==> config.mk <==
export PLATFORM = sky130hd
export DESIGN_NAME = ubr_gen
export DESIGN_NICKNAME = d
export VERILOG_FILES = /design/src/hdl/ubr_gen.v
export VERILOG_INCLUDE_DIRS = /design/src /design/src/hdl
export SDC_FILE = /design/constraint.sdc
export NUM_CORES = 1
export LEC_CHECK = 0
export ABC_CLOCK_PERIOD_IN_PS = 3040
export BUFFER_PORTS_ARGS = -buffer_cell sky130_fd_sc_hd__buf_2
export CORE_ASPECT_RATIO = 1.75
export CORE_MARGIN = 2
export CORE_UTILIZATION = 30
export CTS_CLUSTER_DIAMETER = 100
export DETAILED_ROUTE_END_ITERATION = 6
export HOLD_SLACK_MARGIN = 0.06
export PLACE_DENSITY_LB_ADDON = 0.2
export SYNTH_ARGS = -nofsm -noshare
export SYNTH_HDL_FRONTEND = slang
export SYNTH_SLANG_ARGS = --single-unit
==> constraint.sdc <==
create_clock -name clock -period 3.04 [get_ports clock]
set_input_delay 0.152 -clock clock [delete_from_list [all_inputs] [get_ports clock]]
set_output_delay 0.152 -clock clock [all_outputs]
set_load 0.02 [all_outputs]
==> src/hdl/ubr_map.vh <==
// Constants for the two-channel rate generator.
// Assumes inclusion by hdl/ubr_gen.v only.
`ifndef UBR_MAP_VH
`define UBR_MAP_VH
`define UBR_PRE_W        3
`define UBR_BYTE_MAX     8'hFF
`define UBR_BYTE_ZERO    8'h00
`define UBR_ONE9         9'h001
`define UBR_STEP_CARRY   8
`define UBR_OVS_LAST     4'hF
`define UBR_T1_HALF      1'b1
`define UBR_SYNCH_BYTE   8'h55
`define UBR_BREAK_BITS   5'h0D
`define UBR_LIN_IDLE     3'h0
`define UBR_LIN_INIT     3'h1
`define UBR_LIN_WAIT     3'h2
`define UBR_LIN_SYNC     3'h3
`define UBR_LIN_FRAME    3'h4
`endif

==> src/hdl/ubr_gen.v <==
// Rate generators for two serial channels, timer-1 rate source and LIN sequencing.
// Assumes all inputs except lin_rx_pin come from logic on the same clock.
//
// Behaviour
// Each channel has own 8-bit reload, prescaler and fractional divider
// Down-counting rate timer clocked by divider output or prescaler output
// Rate timer runs only with mode select 0; run bit starts/stops it
// Underflow reloads timer and emits exactly one pulse to channel; here rate_tick pulses only on every 16th underflow
// Divider enabled in normal mode stops rate timer, ignores run bit
// Prescaler divides clock by two to the prescale field
// Fractional divider scales prescaler output by step over 256
// Rate equals clock over 16, prescale, reload plus one
// Software keeps rate at or below clock over 32
// First channel modes 1 and 3 may use timer 1 overflow
// Software puts timer 1 in 8-bit auto-reload mode 2
// Timer-1 rate is 2^double over 32 times 2 times period
// Normal mode divider counts up from step, shows count in result
// Normal mode overflow sets overflow flag and raises interrupt
// Normal mode output runs at prescaler rate over 256 minus step
// LIN support exists only on the first channel
// Header is break, synch byte 55 hex, identifier, then response
// Header transmitted only when operating as master
// Break held dominant for at least 13 bit times
// Sync: init, await frame, adopt rate, enter request/response
// Resynchronisation repeats for every received header
// Fast LIN rates should use the fractional divider
// With run bit clear, timer holds count and emits nothing
`timescale 1ns/1ps
`default_nettype none
`include "ubr_map.vh"

module ubr_gen #(
    parameter PRE_W = `UBR_PRE_W
) (
    // Clock and reset
    input  wire             clock,
    input  wire             rst,
    // Per-channel rate configuration, channel 0 in low bits
    input  wire [1:0]       divider_enable,
    input  wire [1:0]       divider_mode_select,
    input  wire [1:0]       rate_run_bit,
    input  wire [15:0]      rate_reload_value,
    input  wire [2*PRE_W-1:0] prescale_field,
    input  wire [15:0]      divider_step_register,
    input  wire [1:0]       divider_overflow_clear,
    // Channel outputs
    output reg  [1:0]       rate_tick,
    output reg  [15:0]      divider_result_register,
    output reg  [1:0]       divider_overflow_flag,
    output reg  [1:0]       divider_irq,
    output reg  [1:0]       divider_output_clock,
    // Timer-1 rate source, first channel only
    input  wire             timer_one_overflow,
    input  wire             double_rate_bit,
    input  wire             use_timer_one,
    input  wire [1:0]       serial_mode,
    output reg              chan0_rate_tick,
    // LIN, first channel only
    input  wire             lin_master,
    input  wire             lin_start,
    input  wire             lin_rate_valid,
    input  wire             lin_rx_pin,
    input  wire             lin_bit_tick,
    output reg              lin_tx_out,
    output reg              lin_tx_oe,
    output reg              lin_measure_en,
    output reg              lin_rate_adopt,
    output reg  [2:0]       lin_state
);

    ////////////////////////////////////////////////////////////////////////
    // Per-channel rate generator

    genvar g;
    generate
        for (g = 0; g < 2; g = g + 1)
        begin : g_ch
            reg  [6:0] pre_cnt_r;
            reg        pre_tick_r;
            reg  [8:0] frac_acc_r;
            reg        mod_tick_r;
            reg  [7:0] nd_cnt_r;
            reg  [7:0] bt_cnt_r;
            reg  [3:0] ovs_r;
            wire [PRE_W-1:0] pf   = prescale_field[g*PRE_W +: PRE_W];
            wire [7:0]       step = divider_step_register[g*8 +: 8];
            wire [7:0]       rel  = rate_reload_value[g*8 +: 8];
            wire [6:0]       pre_top = (7'h01 << pf) - 7'h01;
            wire frac_mode = divider_enable[g] & ~divider_mode_select[g];
            wire norm_mode = divider_enable[g] &  divider_mode_select[g];
            wire [8:0] acc_sum = {1'b0, frac_acc_r[7:0]} + {1'b0, step};
            // rate timer clock source
            wire bt_clk = divider_enable[g] ? mod_tick_r : pre_tick_r;

            wire bt_run = rate_run_bit[g] & ~divider_mode_select[g] & ~norm_mode;
            wire bt_under = bt_run & bt_clk & (bt_cnt_r == `UBR_BYTE_ZERO);

            always @(posedge clock)
            begin
                if (rst)
                begin
                    pre_cnt_r  <= 7'h00;
                    pre_tick_r <= 1'b0;
                    frac_acc_r <= 9'h000;
                    mod_tick_r <= 1'b0;
                    nd_cnt_r   <= `UBR_BYTE_ZERO;
                    bt_cnt_r   <= `UBR_BYTE_ZERO;
                    ovs_r      <= 4'h0;
                    rate_tick[g]               <= 1'b0;
                    divider_result_register[g*8 +: 8] <= `UBR_BYTE_ZERO;
                    divider_overflow_flag[g]   <= 1'b0;
                    divider_irq[g]             <= 1'b0;
                    divider_output_clock[g]    <= 1'b0;
                end
                else
                begin
                    // Prescaler: one tick every 2^field clocks
                    pre_tick_r <= (pre_cnt_r >= pre_top);
                    pre_cnt_r  <= (pre_cnt_r >= pre_top) ? 7'h00 : pre_cnt_r + 7'h01;
                    mod_tick_r <= 1'b0;
                    divider_irq[g] <= 1'b0;
                    if (frac_mode)
                    begin
                        // Carry out of step accumulation gives step/256 rate
                        if (pre_tick_r)
                        begin
                            frac_acc_r <= acc_sum;
                            mod_tick_r <= acc_sum[`UBR_STEP_CARRY];
                        end
                    end
                    else if (norm_mode)
                    begin
                        if (pre_tick_r)
                        begin
                            if (nd_cnt_r == `UBR_BYTE_MAX)
                            begin
                                nd_cnt_r   <= step;
                                mod_tick_r <= 1'b1;
                                divider_irq[g] <= 1'b1;
                            end
                            else
                                nd_cnt_r <= nd_cnt_r + 8'h01;
                        end
                    end
                    else
                    begin
                        frac_acc_r <= 9'h000;
                        nd_cnt_r   <= step;
                    end
                    divider_result_register[g*8 +: 8] <= nd_cnt_r;
                    divider_output_clock[g] <= mod_tick_r;
                    // Set beats clear
                    if (norm_mode & pre_tick_r & (nd_cnt_r == `UBR_BYTE_MAX))
                        divider_overflow_flag[g] <= 1'b1;
                    else if (divider_overflow_clear[g])
                        divider_overflow_flag[g] <= 1'b0;
                    // Rate timer; held while stopped
                    if (bt_run & bt_clk)
                        bt_cnt_r <= bt_under ? rel : bt_cnt_r - 8'h01;
                    // Sixteen underflows per bit time
                    rate_tick[g] <= 1'b0;
                    if (bt_under)
                    begin
                        ovs_r <= ovs_r + 4'h1;
                        rate_tick[g] <= (ovs_r == `UBR_OVS_LAST);
                    end
                end
            end
        end
    endgenerate

    ////////////////////////////////////////////////////////////////////////
    // Timer-1 source for the first channel

    reg  [4:0] t1_div_r;
    reg        t1_half_r;
    wire       var_mode = serial_mode[0];                            // modes 1, 3
    wire [4:0] t1_top   = double_rate_bit ? 5'h0F : 5'h1F;

    always @(posedge clock)
    begin
        if (rst)
        begin
            t1_div_r        <= 5'h00;
            t1_half_r       <= 1'b0;
            chan0_rate_tick <= 1'b0;
        end
        else
        begin
            chan0_rate_tick <= 1'b0;
            if (use_timer_one & var_mode)
            begin
                if (timer_one_overflow)
                begin
                    // Divide by 2 then by 32 or 16 by double-rate
                    t1_half_r <= ~t1_half_r;
                    if (t1_half_r == `UBR_T1_HALF)
                    begin
                        t1_div_r <= (t1_div_r >= t1_top) ? 5'h00 : t1_div_r + 5'h01;
                        chan0_rate_tick <= (t1_div_r >= t1_top);
                    end
                end
            end
            else
                chan0_rate_tick <= g_ch[0].bt_under & (g_ch[0].ovs_r == `UBR_OVS_LAST);
        end
    end

    ////////////////////////////////////////////////////////////////////////
    // LIN header and rate synchronisation, first channel only

    reg        rx_s1_r;
    reg        rx_s2_r;
    reg        rx_s3_r;
    reg  [4:0] brk_cnt_r;
    reg  [2:0] lin_nxt;

    always @(posedge clock)
    begin
        if (rst)
        begin
            rx_s1_r <= 1'b1;
            rx_s2_r <= 1'b1;
            rx_s3_r <= 1'b1;
        end
        else
        begin
            rx_s1_r <= lin_rx_pin;
            rx_s2_r <= rx_s1_r;
            rx_s3_r <= rx_s2_r;
        end
    end

    wire rx_fall = rx_s3_r & ~rx_s2_r;

    always @*
    begin
        lin_nxt = lin_state;
        case (lin_state)
            `UBR_LIN_IDLE:  if (lin_start) lin_nxt = `UBR_LIN_INIT;
            `UBR_LIN_INIT:  lin_nxt = `UBR_LIN_WAIT;
            `UBR_LIN_WAIT:
            begin
                if (lin_master & (brk_cnt_r == `UBR_BREAK_BITS))
                    lin_nxt = `UBR_LIN_FRAME;
                else if (~lin_master & rx_fall)
                    lin_nxt = `UBR_LIN_SYNC;
            end
            `UBR_LIN_SYNC:  if (lin_rate_valid) lin_nxt = `UBR_LIN_FRAME;
            `UBR_LIN_FRAME: lin_nxt = `UBR_LIN_INIT;
            default:        lin_nxt = `UBR_LIN_IDLE;
        endcase
        if (~lin_start)
            lin_nxt = `UBR_LIN_IDLE;
    end

    always @(posedge clock)
    begin
        if (rst)
        begin
            lin_state      <= `UBR_LIN_IDLE;
            brk_cnt_r      <= 5'h00;
            lin_tx_out     <= 1'b1;
            lin_tx_oe      <= 1'b0;
            lin_measure_en <= 1'b0;
            lin_rate_adopt <= 1'b0;
        end
        else
        begin
            lin_state      <= lin_nxt;
            lin_measure_en <= (lin_nxt == `UBR_LIN_SYNC) | (lin_nxt == `UBR_LIN_WAIT);
            lin_rate_adopt <= (lin_state == `UBR_LIN_SYNC) & lin_rate_valid;
            // Break is dominant low; synch byte 55h and ID go through the UART
            if ((lin_state == `UBR_LIN_WAIT) & lin_master)
            begin
                lin_tx_oe  <= 1'b1;
                lin_tx_out <= 1'b0;
                // Count only once the pin is low, so no bit time is lost at the start
                if (lin_bit_tick & lin_tx_oe & (brk_cnt_r != `UBR_BREAK_BITS))
                    brk_cnt_r <= brk_cnt_r + 5'h01;
            end
            else
            begin
                lin_tx_oe  <= 1'b0;
                lin_tx_out <= 1'b1;
                brk_cnt_r  <= 5'h00;
            end
        end
    end

endmodule // ubr_gen
`default_nettype wire

==> impl_metrics.csv, run 1 <==
group,metric,value,unit
status,run_status,"finished with violations",
status,violations,"design-rule violations",
critical_path,cpPeakStageDelay,0.56,ns
grt,all_layer_gr_usage,0.1451,
die,row_count,70,
critical_path,critPathLaunchType,"register",
cells_and_area,antenna-diode-count,0,
min_path,hold_class,"in2reg",
route,route.detailed.vias_per_inst,5.001,
sta,rsz_0062_raised_after_global_routing,"no",
cells_and_area,flow.area_growth_from_synthesis,24.29,%
pwr,comb_power_share,0.075,
sta,timing.slew.headroom,0.5239,
sta,fin_crit,2.574,ns
critical_path,end_kind,"register",
clock_network,clkTransAtPathRegs,0.06,ns
clock_network,tritoncts.num_buffers,17,
die,design.portCount,90,
pwr,seq_power_share,0.383,
grt,via_count_of_the_first_global_routing_pass,5298,
sta,final-setup-viol-count,0,
grt,grt_use_met2,0.2695,
route,via_count,5466,
pwr,power-per-cell-area,553.3,nW/um^2
placed_design,placement.io_buffers,88,
grt,grt_util_met3,0.02700,
clock_network,tritoncts,"yes",
sta,finalHoldViolations,0,
grt,gr-max-usage-layer,"met2",
critical_path,crit_slowest_cell,"sky130_fd_sc_hd__dlygate4sd3_1",
die,die_w,113.2,um
die,initial_core_util,0.3031,
cells_and_area,finish.cell_count_without_fillers,1093,
sta,fmaxAchievable,388.4,MHz
synth,synth_edf_count,0,
synth,synth.top_cells.by_area,"sky130_fd_sc_hd__dfxtp_1, sky130_fd_sc_hd__ha_1, sky130_fd_sc_hd__nor2_1",
placed_design,gp_routability_congestion,0.7726,
pwr,p_leak,3.271,nW
route,drt_first_pass_iters,6,
grt,grt_max_degree,59,
sta,clock_skew,0.007427,ns
synth,synth_largest_area_cell,"sky130_fd_sc_hd__dfxtp_1",
pwr,totalPowerFinal,4.308,mW
placed_design,postPlaceCellArea,6888,um^2
cells_and_area,finalCoreUtilization,0.3767,
sta,layout_worst_path_cycle_share,0.8468,
route,wire_per_inst,14.02,um
placed_design,placedCellCount,1039,
pwr,vdd_ir_drop_max,273.7,uV
grt,globalRoute.totalOverflow,0,
die,die-area,22100,um^2
route,routed_antenna_nets,0,
route,detail_route.iter0.violations,206,
synth,synth.distinct_cells,71,
synth,netlist.area_leader.share,0.3835,
synth,fraction_of_synthesis_flops_using_an_asynchronous_set_or_reset_pin,0,
synth,share_of_synthesized_area_occupied_by_flip_flops_and_latches,0.3835,
grt,grt_pass1_wl,25500,um
synth,syn-mean-instance-area,8.594,um^2
synth,mappedNetlistArea,6265,um^2
die,die_height,195.2,um
critical_path,cp_top_family,"buffers and inverters",
clock_network,cts-htree-levels,4,
cells_and_area,num-nets-final,932,
grt,globalRouteMet1Util,0.1518,
critical_path,worst_ep_arrival_time,2.94,ns
sta,timing.final.max_slew_violations,0,
critical_path,critical_path.n_buffers_inverters,3,
pwr,net_switching_fraction_of_the_power,0.2265,
pwr,power.net_switching,0.9758,mW
flow_run,cap_violations,0,
cells_and_area,layout.cells.most_common_list,"sky130_fd_sc_hd__dfxtp_1, sky130_fd_sc_hd__buf_2, sky130_fd_sc_hd__nor2_1, sky130_fd_sc_hd__nand2_1, sky130_fd_sc_hd__a21oi_1",
clock_network,clock_latency_reported_for_the_late_side_of_the_worst_skew_pair,0.43,ns
critical_path,required,3.40,ns
cells_and_area,drive_above_1_share,0.1617,
clock_network,clock_tree_root_driver_cell,"sky130_fd_sc_hd__clkbuf_16",
clock_network,cts.sink_count,120,
placed_design,detailedPlacementHpwl,11180,um
sta,worstMarginPinSlew,0.7077,ns
critical_path,worstSetupPathType,"reg2reg",
cells_and_area,layout.cell_area.non_filler,7786,um^2
pwr,power.share.clock,0.542,
critical_path,crit_path_max_fanout,11,
route,route.final.wire_length,15320,um
synth,syn-num-nets,833,
die,design.core.area,20670,um^2
synth,ys_warn_count,0,
sta,setup-tns-final,0,ns
synth,post_synth_inst_count,729,
route,remaining_drc_errors,8,
clock_network,clock_tree.buffer_depth,2,
synth,ys_seq_elements,120,
grt,initial_antenna_violation_count,0,
pwr,cell_internal_pwr,3.332,mW
cells_and_area,mostFrequentLayoutCell,"sky130_fd_sc_hd__dfxtp_1",
synth,ys.flop_type,"sky130_fd_sc_hd__dfxtp_1",
critical_path,timing.critical_path.cells,"inv_1 -> ha_1 -> or3b_2 -> nor4_4 -> buf_4 -> nand4_4 -> a21o_1 -> dlygate4sd3_1 -> a21oi_2",
-- cells by family (layout without fill, tap and decap cells) --
| kind of cell | Yosys count | in the layout | share of synthesized area |
|---|---|---|---|
| multiplexers | 12 | 12 | 0.02057 |
| AO/OA/AOI/OAI | 157 | 157 | 0.1602 |
| XOR/XNOR | 35 | 35 | 0.04893 |
| buffers and inverters | 51 | 163 | 0.03595 |
| flip-flops | 120 | 120 | 0.3835 |
| adder cells (fa/ha/maj) | 46 | 46 | 0.09427 |
| AND/OR/NAND/NOR | 308 | 308 | 0.2566 |
-- registers in the layout, summed over array words and instances, names as in the netlist, 3 cells and up --
name	cells
lin_state	3
g_ch.pre_cnt_r	14
g_ch.bt_cnt_r	16
g_ch.frac_acc_r	16
t1_div_r	5
g_ch.nd_cnt_r	16
brk_cnt_r	5
g_ch.ovs_r	8
divider_result_register	16
-- cell usage after synthesis (all sizes together), types with 4 or more instances --
master and instances:
ha 44, xor2 19, nor3 26, inv 18, and2 6, a211o 8, nand3 28, xnor2 16
or2 5, nand4 11, a211oi 8, nor4 6, o21ai 28, and4 5, nand2 58, nor2 85
clkbuf 24, a21oi 55, mux2i 8, a21o 9, dfxtp 120, and3 11, mux2 4, a31oi 8
or4b 4, o211ai 6, o31ai 6, nand2b 10, nor2b 26, nor3b 8, buf 9
-- routing by layer --
layer | part of all wire | routed length (um)
met5 | 0 | 0
met4 | 0.026 | 400
met3 | 0.030 | 464
met2 | 0.54 | 8329
met1 | 0.40 | 6130
-- stage by stage --
step	setup WS [ns]	hold slack, ns
2_1_floorplan	0.8342	0.2558
3_3_place_gp	0.5040	0.3440
3_5_place_dp	0.3948	0.3457
4_1_cts	0.4155	0.06038
5_1_grt	0.2920	0.09230
6_report	0.4656	0.08453
-- final cells by class --
cell class,count,area (um^2)
clock buffers,20,456.7
clock inverters,12,221.5
fillers,2181,12880
inverters,18,67.56
multi-input cells,558,3637
flip-flops and latches,120,2402
well taps,252,315.3
repair buffers,113,685.7
-- final timing paths --
check	from	to	slack [ns]	cells after the start
worst min register to register	rx_s1_r	rx_s2_r	0.41	1
worst min-delay path	timer_one_overflow	t1_half_r	0.08	4
worst max-delay path	g_ch[0].bt_cnt_r[0]	chan0_rate_tick	0.47	9
worst max register to register	g_ch[0].bt_cnt_r[0]	chan0_rate_tick	0.47	9
-- power groups by stage --
stage | Clock (mW) | Combinational [mW] | Sequential [mW]
after CTS | 2.40 | 0.330 | 1.65
after global routing | 2.47 | 0.370 | 1.65
final | 2.33 | 0.324 | 1.65
after floorplan | 0 | 0.189 | 1.69
after detailed placement | 0 | 0.309 | 1.68
after global placement | 0 | 0.306 | 1.68
-- what timing repair did --
action | CTS | global route
hold endpoints to repair | 23 | 0
setup buffers | 0 | 0
hold buffers | 22 | 0
resized for setup | 0 | 0
-- worst min-delay path: cells and delay by family --
family                    cells  cell delay [ns]
buffers and inverters         1             0.10
and+or+nand+nor               2             0.16
xor gates and xnor gates      1             0.07
(Power assumes the default switching activity.)
==> inputs of run 2 (changes only) <==
- ABC_CLOCK_PERIOD_IN_PS: 3040 -> 2490
- clock period: 3.04 -> 2.49 ns (I/O delays scaled with it)
==> impl_metrics.csv, run 2 (synthesis gave the netlist of run 1 again) <==
group,metric,value,unit
die,design.portCount,90,
route,route.final.wire_length,15540,um
pwr,power-per-cell-area,631.1,nW/um^2
clock_network,cts-htree-levels,4,
clock_network,clock_tree_root_driver_cell,"sky130_fd_sc_hd__clkbuf_16",
clock_network,tritoncts,"yes",
sta,worstMarginPinSlew,0.7121,ns
critical_path,crit_path_max_fanout,3,
critical_path,timing.critical_path.cells,"dlygate4sd3_1 -> buf_2 -> ha_1 -> fa_1 -> a211o_1 -> o211ai_1 -> a21oi_1 -> or4b_1 -> o311ai_0",
sta,finalHoldViolations,0,
sta,final-setup-viol-count,0,
sta,timing.final.max_slew_violations,0,
placed_design,dpl_worst_slack,-0.02907,ns
grt,via_count_of_the_first_global_routing_pass,5425,
sta,fmaxAchievable,434.4,MHz
route,detail_route.iter0.violations,173,
route,wire_per_inst,14.07,um
route,remaining_drc_errors,8,
critical_path,crit_slowest_cell,"sky130_fd_sc_hd__dlygate4sd3_1",
route,route.detailed.vias_per_inst,5.012,
route,via_count,5533,
clock_network,cts_setup_buffers,0,
critical_path,worst_ep_arrival_time,2.61,ns
grt,all_layer_gr_usage,0.1450,
route,drt_first_pass_iters,6,
placed_design,placement.io_buffers,88,
grt,globalRoute.totalOverflow,0,
die,design.core.area,20670,um^2
grt,grt_pass1_wl,25740,um
cells_and_area,layout.cells.most_common_list,"sky130_fd_sc_hd__dfxtp_1, sky130_fd_sc_hd__buf_2, sky130_fd_sc_hd__nor2_1, sky130_fd_sc_hd__nand2_1, sky130_fd_sc_hd__a21oi_1",
clock_network,clock_tree.buffer_depth,2,
clock_network,tritoncts.num_buffers,17,
die,initial_core_util,0.3031,
critical_path,required,2.79,ns
cells_and_area,drive_above_1_share,0.1690,
min_path,hold_class,"in2reg",
sta,timing.slew.headroom,0.5209,
critical_path,worstSetupPathType,"in2reg",
die,die_w,113.2,um
sta,setup-tns-final,0,ns
clock_network,cts.sink_count,120,
cells_and_area,num-nets-final,943,
grt,grt_max_degree,48,
die,die-area,22100,um^2
sta,fin_crit,2.302,ns
sta,clock_skew,0.007673,ns
critical_path,cpPeakStageDelay,0.54,ns
flow_run,cap_violations,0,
pwr,p_leak,3.298,nW
die,row_count,70,
grt,initial_antenna_violation_count,0,
route,routed_antenna_nets,0,
pwr,vdd_ir_drop_max,395.3,uV
cells_and_area,mostFrequentLayoutCell,"sky130_fd_sc_hd__dfxtp_1",
cells_and_area,antenna-diode-count,0,
cells_and_area,flow.area_growth_from_synthesis,24.43,%
clock_network,clkTransAtPathRegs,0.06,ns
status,run_status,"finished with violations",
critical_path,end_kind,"register",
placed_design,gp_routability_congestion,0.7628,
sta,post_layout_worst_setup_margin,0.1881,ns
die,die_height,195.2,um
sta,layout_worst_path_cycle_share,0.9244,
status,violations,"design-rule violations",
critical_path,cp_top_family,"buffers and inverters",
placed_design,detailedPlacementHpwl,11350,um
clock_network,clock_latency_reported_for_the_late_side_of_the_worst_skew_pair,0.42,ns
critical_path,critPathLaunchType,"input port",
critical_path,critical_path.n_buffers_inverters,2,
sta,rsz_0062_raised_after_global_routing,"no",
run 2: cell count changes in the layout (fill, tap and decap cells not counted), moves of 2 or more:
cell,before,now
sky130_fd_sc_hd__clkinv_2,2,5
sky130_fd_sc_hd__bufinv_16,6,3
sky130_fd_sc_hd__buf_4,4,14
sky130_fd_sc_hd__clkinvlp_4,3,1
sky130_fd_sc_hd__clkbuf_1,1,4
run 2: area by class of cell:
class	count	area (um^2)
repair buffers	124	780.7
fillers	2163	12870
flip-flops and latches	120	2402
inverters	18	67.56
multi-input cells	558	3638
clock buffers	23	467.9
clock inverters	9	122.6
well taps	252	315.3
run 2: power breakdown:
part	leakage [nW]	total, mW	switching (mW)	internal (mW)
clock network	0.291	2.49	0.876	1.62
logic	2.03	0.411	0.224	0.187
registers	0.974	2.02	0.0478	1.97
run 2: final timing paths:
check                      startpoint  slack (ns)                    end  cells past startpoint
max          divider_step_register[8]        0.19  g_ch[1].frac_acc_r[6]                      9
min             rate_reload_value[12]        0.07    g_ch[1].bt_cnt_r[4]                      4
min reg2reg                   rx_s1_r        0.40                rx_s2_r                      1
max reg2reg     g_ch[0].frac_acc_r[0]        0.26  g_ch[0].frac_acc_r[6]                      7
run 2: what timing repair did:
| item | in CTS | in global routing |
|---|---|---|
| hold buffers | 22 | 0 |
| resized for setup | 0 | 1 |
| hold endpoints to repair | 23 | 0 |
| setup endpoints to repair | 0 | 1 |
run 2: worst reg2reg max path, delay by kind of cell (launching register included):
kind / cells / cell delay [ns]
AO/OA/AOI/OAI: 4 / 0.66
adder cells (fa/ha/maj): 2 / 0.67
AND/OR/NAND/NOR: 1 / 0.48
flip-flops: 1 / 0.31
run 2: per-layer routing:
layer	vias up	wire length [um]	part of all wire	global-route usage
li1	2840	-	-	-
met4	0	165	0.011	0.05917
met2	84	8654	0.56	0.2779
met1	2593	6263	0.40	0.1499
met3	16	454	0.029	0.02980
met5	-	0	0	0
run 2: metrics by stage:
stage | utilization | power (mW) | instance area, um^2 | hold WS, ns | std cells
3_5_place_dp | 0.3378 | 2.448 | 6983 | 0.3379 | 1050
3_3_place_gp | 0.3378 | 2.445 | 6983 | 0.3339 | 1050
4_1_cts | 0.3771 | 5.008 | 7794 | 0.06500 | 1104
6_report | 0.3771 | 4.919 | 7795 | 0.07018 | 1104
5_1_grt | 0.3771 | 5.135 | 7795 | 0.09762 | 1104
2_1_floorplan | - | 2.288 | 6265 | 0.2283 | 729
